===== src/rls_pkg.sv =====
package rls_pkg;

  // ----------------------------------------------------------------
  // remote / local operating states
  // ----------------------------------------------------------------
  typedef enum logic [1:0]
  {
    ST_LOCAL,
    ST_REMOTE,
    ST_LOCAL_LOCK,
    ST_REMOTE_LOCK
  } rl_state_t;

  // ----------------------------------------------------------------
  // status commands from the command parser
  // ----------------------------------------------------------------
  typedef enum logic [3:0]
  {
    OP_POLL,
    OP_STB_QUERY,
    OP_SRE_WRITE,
    OP_SRE_READ,
    OP_ESR_READ,
    OP_ESE_WRITE,
    OP_ESE_READ,
    OP_CLEAR_STATUS,
    OP_RESET,
    OP_DEV_CLEAR
  } op_t;

  // ----------------------------------------------------------------
  // status byte layout
  // ----------------------------------------------------------------
  localparam int STB_RQS_BIT = 6;
  localparam int STB_SUM_LSB = 2;
  localparam logic [7:0] STB_SUM_MASK = 8'h3c;
  localparam logic [7:0] STB_RESET = 8'h00;
  localparam logic [7:0] SRE_RESET = 8'h00;

  // ----------------------------------------------------------------
  // event status layout
  // ----------------------------------------------------------------
  localparam int ESR_PON_BIT = 7;
  localparam int ESR_CME_BIT = 5;
  localparam int ESR_EXE_BIT = 4;
  localparam int ESR_DDE_BIT = 3;
  localparam int ESR_QYE_BIT = 2;
  localparam int ESR_OPC_BIT = 0;
  localparam logic [7:0] ESR_USED_MASK = 8'hbd;
  localparam logic [15:0] ESR_RESET = 16'h0000;
  localparam logic [15:0] ESE_RESET = 16'h0000;

endpackage : rls_pkg


===== src/rl_if.sv =====
`timescale 1ns/1ps
`default_nettype none
interface rl_if;
  import rls_pkg::*;
  logic      ren;
  logic      listen_addr;
  logic      go_local;
  logic      lockout;
  logic      ser_local;
  logic      ser_lockout;
  logic      ser_remote;
  logic      panel_local;
  logic      remote_cmd;
  rl_state_t state;

  modport fsm
  (
    input  ren, listen_addr, go_local, lockout, ser_local,
    input  ser_lockout, ser_remote, panel_local, remote_cmd,
    output state
  );
  modport ctl
  (
    output ren, listen_addr, go_local, lockout, ser_local,
    output ser_lockout, ser_remote, panel_local, remote_cmd,
    input  state
  );
endinterface : rl_if
`default_nettype wire


===== src/rl_fsm.sv =====
`timescale 1ns/1ps
`default_nettype none
module rl_fsm
  import rls_pkg::*;
(
  input  wire logic i_mclk,
  input  wire logic i_nrst,
  rl_if.fsm         rl
);

  typedef struct packed
  {
    rl_state_t st;
  } fsm_t;

  fsm_t s_q;
  fsm_t s_d;

  logic to_remote;
  logic to_lock;
  logic to_local;

  // ----------------------------------------------------------------
  // transitions
  // ----------------------------------------------------------------
  always_comb
  begin
    to_remote = (rl.listen_addr & rl.ren) | rl.ser_remote;
    to_lock   = (rl.lockout & rl.ren) | rl.ser_lockout;
    to_local  = rl.go_local | rl.ser_local;
    s_d = s_q;
    // in remote lockout, losing remote enable beats go-to-local in the same cycle
    case (s_q.st)
      ST_LOCAL:
      begin
        if (to_lock)
          s_d.st = ST_LOCAL_LOCK;
        else if (to_remote)
          s_d.st = ST_REMOTE;
      end
      ST_REMOTE:
      begin
        if (to_local | rl.panel_local)
          s_d.st = ST_LOCAL;
        else if (to_lock)
          s_d.st = ST_REMOTE_LOCK;
      end
      ST_LOCAL_LOCK:
      begin
        if (to_remote | rl.remote_cmd)
          s_d.st = ST_REMOTE_LOCK;
      end
      ST_REMOTE_LOCK:
      begin
        if (!rl.ren)
          s_d.st = ST_LOCAL;
        else if (to_local)
          s_d.st = ST_LOCAL_LOCK;
      end
      default:
        s_d.st = ST_LOCAL;
    endcase
  end

  always_ff @(posedge i_mclk or negedge i_nrst)
  begin
    if (!i_nrst)
      s_q <= '{st: ST_LOCAL};
    else
      s_q <= s_d;
  end

  assign rl.state = s_q.st;
endmodule : rl_fsm
`default_nettype wire


===== src/rl_status.sv =====
// Behaviour
// - local state executes only non-altering commands
// - lockout plus remote request gives remote lockout
// - remote enable plus listen address enters remote
// - remote ignores panel except local control
// - remote lockout only from remote or lockout
// - lockout message with remote enable locks local
// - go-to-local in remote lockout gives lockout
// - remote enable drop returns remote lockout to plain local
// - status byte layout, bits 7,1,0 zero
// - status byte clears at power-on
// - enabled summary rising edge sets service request
// - master summary is OR of enabled summaries
// - event summary from enabled event bits
// - message bit follows pending output data
// - fault bit follows non-empty fault queue
// - change summary from enabled change bits
// - service request line follows requesting flag
// - poll, clear or summary loss clears request
// - service enable clears at power-up
// - event status sixteen bits, reserved zero
// - event status clears at power-on and read
// - event bits sticky until read or clear
// - event bit positions as laid out
// - reading event enable leaves it unchanged
`timescale 1ns/1ps
`default_nettype none
module rl_status
  import rls_pkg::*;
(
  input  wire logic        i_mclk,
  input  wire logic        i_nrst,
  input  wire logic        i_ren,
  input  wire logic        i_listen_addr,
  input  wire logic        i_go_local,
  input  wire logic        i_lockout,
  input  wire logic        i_ser_local,
  input  wire logic        i_ser_lockout,
  input  wire logic        i_ser_remote,
  input  wire logic        i_panel_local,
  input  wire logic        i_panel_req,
  input  wire logic        i_dev_cmd_req,
  input  wire logic        i_dev_cmd_alters,
  input  wire logic        i_cmd_valid,
  input  wire op_t         i_cmd_op,
  input  wire logic [15:0] i_cmd_data,
  input  wire logic        i_powered_up_event,
  input  wire logic        i_malformed_command_event,
  input  wire logic        i_execution_fault_event,
  input  wire logic        i_device_specific_fault_event,
  input  wire logic        i_query_fault_event,
  input  wire logic        i_operation_complete_event,
  input  wire logic        i_message_waiting,
  input  wire logic        i_fault_waiting,
  input  wire logic        i_instrument_change_summary,
  output logic      [1:0]  o_rl_state,
  output logic             o_local_ctl_shown,
  output logic             o_panel_grant,
  output logic             o_dev_cmd_exec,
  output logic             o_dev_cmd_refused,
  output logic             o_srq,
  output logic             o_rsp_valid,
  output logic      [15:0] o_rsp_data
);

  // ----------------------------------------------------------------
  // state
  // ----------------------------------------------------------------
  typedef struct packed
  {
    logic [7:0]  service_request_enable;
    logic [7:0]  event_status;
    logic [7:0]  event_status_enable;
    logic [3:0]  sum_prev;
    logic        service_requesting_flag;
    logic        rsp_valid;
    logic [15:0] rsp_data;
  } status_t;

  status_t s_q;
  status_t s_d;

  rl_if rl ();

  logic       remote;
  logic       event_summary_bit;
  logic [3:0] sum;
  logic [3:0] sum_en;
  logic [3:0] rise;
  logic       master_summary_flag;
  logic [7:0] ev;
  logic [7:0] stb_base;
  logic       poll;
  logic       cls;
  logic       clr_esr;

  // ----------------------------------------------------------------
  // remote / local state machine
  // ----------------------------------------------------------------
  assign rl.ren         = i_ren;
  assign rl.listen_addr = i_listen_addr;
  assign rl.go_local    = i_go_local;
  assign rl.lockout     = i_lockout;
  assign rl.ser_local   = i_ser_local;
  assign rl.ser_lockout = i_ser_lockout;
  assign rl.ser_remote  = i_ser_remote;
  assign rl.panel_local = i_panel_local;
  // an altering command in lockout counts as a remote request
  assign rl.remote_cmd  = i_dev_cmd_req & i_dev_cmd_alters;

  rl_fsm u_fsm
  (
    .i_mclk (i_mclk),
    .i_nrst (i_nrst),
    .rl     (rl)
  );

  assign remote = (rl.state == ST_REMOTE) | (rl.state == ST_REMOTE_LOCK);
  assign o_rl_state = rl.state;

  // queries always run; setting changes wait for remote
  assign o_dev_cmd_exec    = i_dev_cmd_req & (remote | ~i_dev_cmd_alters);
  assign o_dev_cmd_refused = i_dev_cmd_req & ~remote & i_dev_cmd_alters;

  // power and local control are handled outside this gate
  assign o_panel_grant     = i_panel_req & ~remote;
  assign o_local_ctl_shown = (rl.state == ST_REMOTE);

  // ----------------------------------------------------------------
  // summaries
  // ----------------------------------------------------------------
  always_comb
  begin
    event_summary_bit = |(s_q.event_status & s_q.event_status_enable);
    // order matches status byte bits 5 down to 2
    sum = {event_summary_bit, i_message_waiting, i_fault_waiting,
           i_instrument_change_summary};
    sum_en = sum & s_q.service_request_enable[5:2];
    master_summary_flag = |sum_en;
    rise = sum & ~s_q.sum_prev & s_q.service_request_enable[5:2];
    stb_base = {2'b00, sum, 2'b00};
    ev = 8'h00;
    ev[ESR_PON_BIT] = i_powered_up_event;
    ev[ESR_CME_BIT] = i_malformed_command_event;
    ev[ESR_EXE_BIT] = i_execution_fault_event;
    ev[ESR_DDE_BIT] = i_device_specific_fault_event;
    ev[ESR_QYE_BIT] = i_query_fault_event;
    ev[ESR_OPC_BIT] = i_operation_complete_event;
  end

  assign poll    = i_cmd_valid && (i_cmd_op == OP_POLL);
  assign cls     = i_cmd_valid && (i_cmd_op == OP_CLEAR_STATUS);
  assign clr_esr = i_cmd_valid && ((i_cmd_op == OP_ESR_READ) || (i_cmd_op == OP_CLEAR_STATUS)
                   || (i_cmd_op == OP_RESET) || (i_cmd_op == OP_DEV_CLEAR));

  // ----------------------------------------------------------------
  // next state
  // ----------------------------------------------------------------
  always_comb
  begin
    s_d = s_q;
    s_d.rsp_valid = 1'b0;
    s_d.sum_prev = sum;
    // a new event in the clearing cycle survives the clear
    s_d.event_status = ((clr_esr ? 8'h00 : s_q.event_status) | ev) & ESR_USED_MASK;
    // set wins over poll or clear; loss of summary drops it
    s_d.service_requesting_flag = ((s_q.service_requesting_flag & ~poll & ~cls) | (|rise)) & master_summary_flag;
    if (i_cmd_valid)
    begin
      case (i_cmd_op)
        OP_POLL:
        begin
          s_d.rsp_valid = 1'b1;
          s_d.rsp_data = {8'h00, stb_base | {1'b0, s_q.service_requesting_flag, 6'h00}};
        end
        OP_STB_QUERY:
        begin
          s_d.rsp_valid = 1'b1;
          s_d.rsp_data = {8'h00, stb_base | {1'b0, master_summary_flag, 6'h00}};
        end
        OP_SRE_WRITE:
          s_d.service_request_enable = i_cmd_data[7:0] & STB_SUM_MASK;
        OP_SRE_READ:
        begin
          s_d.rsp_valid = 1'b1;
          s_d.rsp_data = {8'h00, s_q.service_request_enable};
        end
        OP_ESR_READ:
        begin
          s_d.rsp_valid = 1'b1;
          s_d.rsp_data = {8'h00, s_q.event_status};
        end
        OP_ESE_WRITE:
          s_d.event_status_enable = i_cmd_data[7:0] & ESR_USED_MASK;
        OP_ESE_READ:
        begin
          s_d.rsp_valid = 1'b1;
          s_d.rsp_data = {8'h00, s_q.event_status_enable};
        end
        default:
          s_d.rsp_valid = 1'b0;
      endcase
    end
  end

  always_ff @(posedge i_mclk or negedge i_nrst)
  begin
    if (!i_nrst)
    begin
      s_q.service_request_enable       <= SRE_RESET;
      s_q.event_status       <= ESR_RESET[7:0];
      s_q.event_status_enable       <= ESE_RESET[7:0];
      s_q.sum_prev  <= STB_RESET[5:2];
      s_q.service_requesting_flag       <= 1'b0;
      s_q.rsp_valid <= 1'b0;
      s_q.rsp_data  <= 16'h0000;
    end
    else
      s_q <= s_d;
  end

  assign o_srq       = s_q.service_requesting_flag;
  assign o_rsp_valid = s_q.rsp_valid;
  assign o_rsp_data  = s_q.rsp_data;
endmodule : rl_status
`default_nettype wire


===== config.mk =====
export PLATFORM = sky130hd
export DESIGN_NAME = rl_status
export DESIGN_NICKNAME = d
export VERILOG_FILES = /design/src/rls_pkg.sv /design/src/rl_if.sv /design/src/rl_fsm.sv /design/src/rl_status.sv
export SDC_FILE = /design/constraint.sdc
export NUM_CORES = 1
export LEC_CHECK = 0
export ABC_CLOCK_PERIOD_IN_PS = 2800
export BUFFER_PORTS_ARGS = -buffer_cell sky130_fd_sc_hd__buf_4
export CORE_MARGIN = 4
export CORE_UTILIZATION = 52
export CTS_CLUSTER_SIZE = 40
export DETAILED_ROUTE_END_ITERATION = 12
export HOLD_SLACK_MARGIN = 0.03
export PLACE_DENSITY = 0.85
export SYNTH_ARGS = -nofsm -noshare
export SYNTH_HDL_FRONTEND = slang
export SYNTH_SLANG_ARGS = --single-unit

===== constraint.sdc =====
create_clock -name i_mclk -period 2.8 [get_ports i_mclk]
set_input_delay 0.28 -clock i_mclk [delete_from_list [all_inputs] [get_ports i_mclk]]
set_output_delay 0.28 -clock i_mclk [all_outputs]
set_load 0.01 [all_outputs]

==> impl_metrics.json <==
{
  "dp_hpwl_um": 2870,
  "final_cells": 237,
  "wl_um": 3660,
  "ir_drop_uv": 445,
  "synth.avg_cell_area_um2": 11.2,
  "met1_length_um": 1390,
  "slew_headroom": 0.603,
  "grt_pass1_vias": 1336,
  "rows": 20,
  "synthArstFlopShare": 1.00,
  "comb_power_share": 0.295,
  "outcome": "finished, final reports clean",
  "stdcell_area_um2": 2020,
  "power_frac_clock": 0.224,
  "syn_inst": 149,
  "synth_cell_types": 42,
  "yosysWarningCount": 0,
  "drt-wirelength-per-cell_um": 15.4,
  "power_frac_seq": 0.481,
  "routed-via-count": 1316,
  "tritoncts": "built",
  "final_cell_mix": "buf_4, dfrtp_1, nor2_1, mux2_2, conb_1",
  "layout_commonest_cell": "buf_4",
  "antenna_found_initial": 0,
  "clk_latency_ps": 330,
  "diodes": 0,
  "die-width_um": 64.6,
  "wl_met3_um": 345,
  "hold_viol": 0,
  "power_per_cell_area_nw_per_um2": 636,
  "htreeDepth": 2,
  "gr-total-overflow": 0,
  "die_y_um": 64.6,
  "rsz0062_at_grt": "false",
  "period_needed_ps": 1440,
  "drt_pass1_iterations": 4,
  "maxCapViolations": 0,
  "slew_viol_final": 0,
  "placed_cell_area_um2": 1940,
  "switching_share": 0.310,
  "worst_ep_required_time_ps": 2520,
  "hold_path.class": "input port to flop",
  "wl_met2_um": 1870,
  "cp-end-kind": "output port",
  "root_buffer": "clkbuf_4",
  "post-cts-setup-buffers": 0,
  "worst_pin_slew_ps": 593,
  "synth_enable_flop_cells": 0,
  "io_buffers": 47,
  "syn_area_um2": 1670,
  "nets": 235,
  "p_sw_uw": 398,
  "core_um2": 3050,
  "layout-drive-gt1-share": 0.389,
  "via_per_inst": 5.55,
  "intPower_uw": 886,
  "holdBufCountCts": 1,
  "p_leak_uw": 0.000911,
  "cts_sinks": 31,
  "start_util": 0.545,
  "yosys_most_used_dff": "dfrtp_1",
  "crit_path_start_kind": "flop",
  "arrival_ps": 1160,
  "setup-tns-final_ps": 0,
  "clk_pin_slew_ps": 90,
  "dp_cells": 228,
  "worstSetupPathType": "flop to output port",
  "fin_crit_sh": 0.513,
  "crit_fanout": 5,
  "ctsResizeCount": 0,
  "die_area_um2": 4170,
  "top_layer_used": "met4",
  "grt_max_degree": 32,
  "boundaryPins": 67,
  "ant_nets": 0,
  "drt_iter0_markers": 69,
  "gp_congestion": 0.841,
  "fin_skew_ps": 4.27,
  "cts_buffer_depth": 2,
  "drc": 0,
  "synth_seq_cells": 31,
  "cts-buffers-inserted": 5,
  "fmax_mhz": 697,
  "synthToLayoutAreaGrowth_pct": 21.3,
  "setup_viol": 0,
  "grt_usage": 0.189,
  "grt_pass1_wl_um": 6040,
  "yosysSeqAreaShare": 0.466
}
-- sequential cells by signal (all words and copies together) (netlist names) --
register / flops
u_fsm.rl.state: 2
o_rsp_data: 7
o_srq: 1
s_q: 20
o_rsp_valid: 1
-- power by group through the flow --
| stage | combinational [uW] | clock, uW | sequential, uW |
|---|---|---|---|
| floorplan | 245 | 0 | 610 |
| global placement | 365 | 0 | 614 |
| detailed placement | 379 | 0 | 624 |
| CTS | 382 | 293 | 615 |
| global route | 416 | 312 | 634 |
| finish | 379 | 288 | 618 |
-- area by class of cell --
cell class / instances / area, um2
Inverter: 2 / 7.51
Sequential cell: 31 / 776
Multi-Input combinational cell: 104 / 751
Clock buffer: 8 / 68.8
Timing Repair Buffer: 48 / 363
Fill cell: 260 / 1030
Tap cell: 44 / 55.1
-- layer usage --
metal  up-vias  global-route usage
met4         0              0.0528
li1        615                   -
met1       629               0.212
met2        63               0.338
met5         -                   0
met3         9              0.0693
-- critical path: stages (launching register included) --
cell,delay (ps)
dfrtp_1,410
inv_1,100
a21boi_0,170
buf_4,150
-- cells in the mapped netlist, types with 2 or more instances --
| cell | count | share of area |
|---|---|---|
| a21boi_0 | 2 | 0.0090 |
| a21o_1 | 7 | 0.032 |
| a21oi_1 | 7 | 0.021 |
| a222oi_1 | 5 | 0.030 |
| a22oi_1 | 5 | 0.023 |
| a31oi_1 | 5 | 0.019 |
| and3_1 | 2 | 0.0075 |
| buf_4 | 17 | 0.077 |
| buf_6 | 3 | 0.020 |
| dfrtp_1 | 31 | 0.47 |
| inv_1 | 2 | 0.0045 |
| mux2_2 | 10 | 0.068 |
| nand2_1 | 5 | 0.011 |
| nand2b_1 | 5 | 0.019 |
| nand3_1 | 2 | 0.0060 |
| nand3b_1 | 2 | 0.0090 |
| nor2_1 | 10 | 0.023 |
| o21ai_0 | 4 | 0.012 |
| o22a_1 | 2 | 0.011 |
-- kinds of logic (layout without fill, tap and decap cells) --
kind of cell,after synthesis,in the layout,synth area share
flops,31,31,0.466
xor+xnor,1,1,0.00526
simple gates,38,38,0.147
other cells,1,9,0.00225
mux,10,10,0.0676
buf+inv,22,58,0.101
compound gates,46,46,0.210
-- path summary, 6_finish.rpt --
| check | from | endpoint | slack (ps) | cells past startpoint |
|---|---|---|---|---|
| max in group asynchronous | i_nrst | s_q[34] | 2110 | 2 |
| min | i_message_waiting | s_q[20] | 80 | 1 |
| min in group asynchronous | i_nrst | s_q[18] | 420 | 2 |
| max | u_fsm.rl.state[0] | o_dev_cmd_exec | 1360 | 3 |
| min reg2reg | s_q[34] | s_q[34] | 530 | 1 |
| max reg2reg | s_q[35] | o_rsp_data[6] | 1450 | 4 |
-- stage by stage --
step / hold WS, ps / setup slack (ps) / utilization / total power (uW)
2_1_floorplan: -15.6 / 1540 / - / 855
3_3_place_gp: 221 / 1240 / 0.636 / 980
3_5_place_dp: 224 / 1190 / 0.636 / 1000
4_1_cts: 77.9 / 1360 / 0.662 / 1290
5_1_grt: 65.7 / 1210 / 0.662 / 1360
6_report: 84.5 / 1360 / 0.662 / 1280
(Power assumes the default switching activity.)
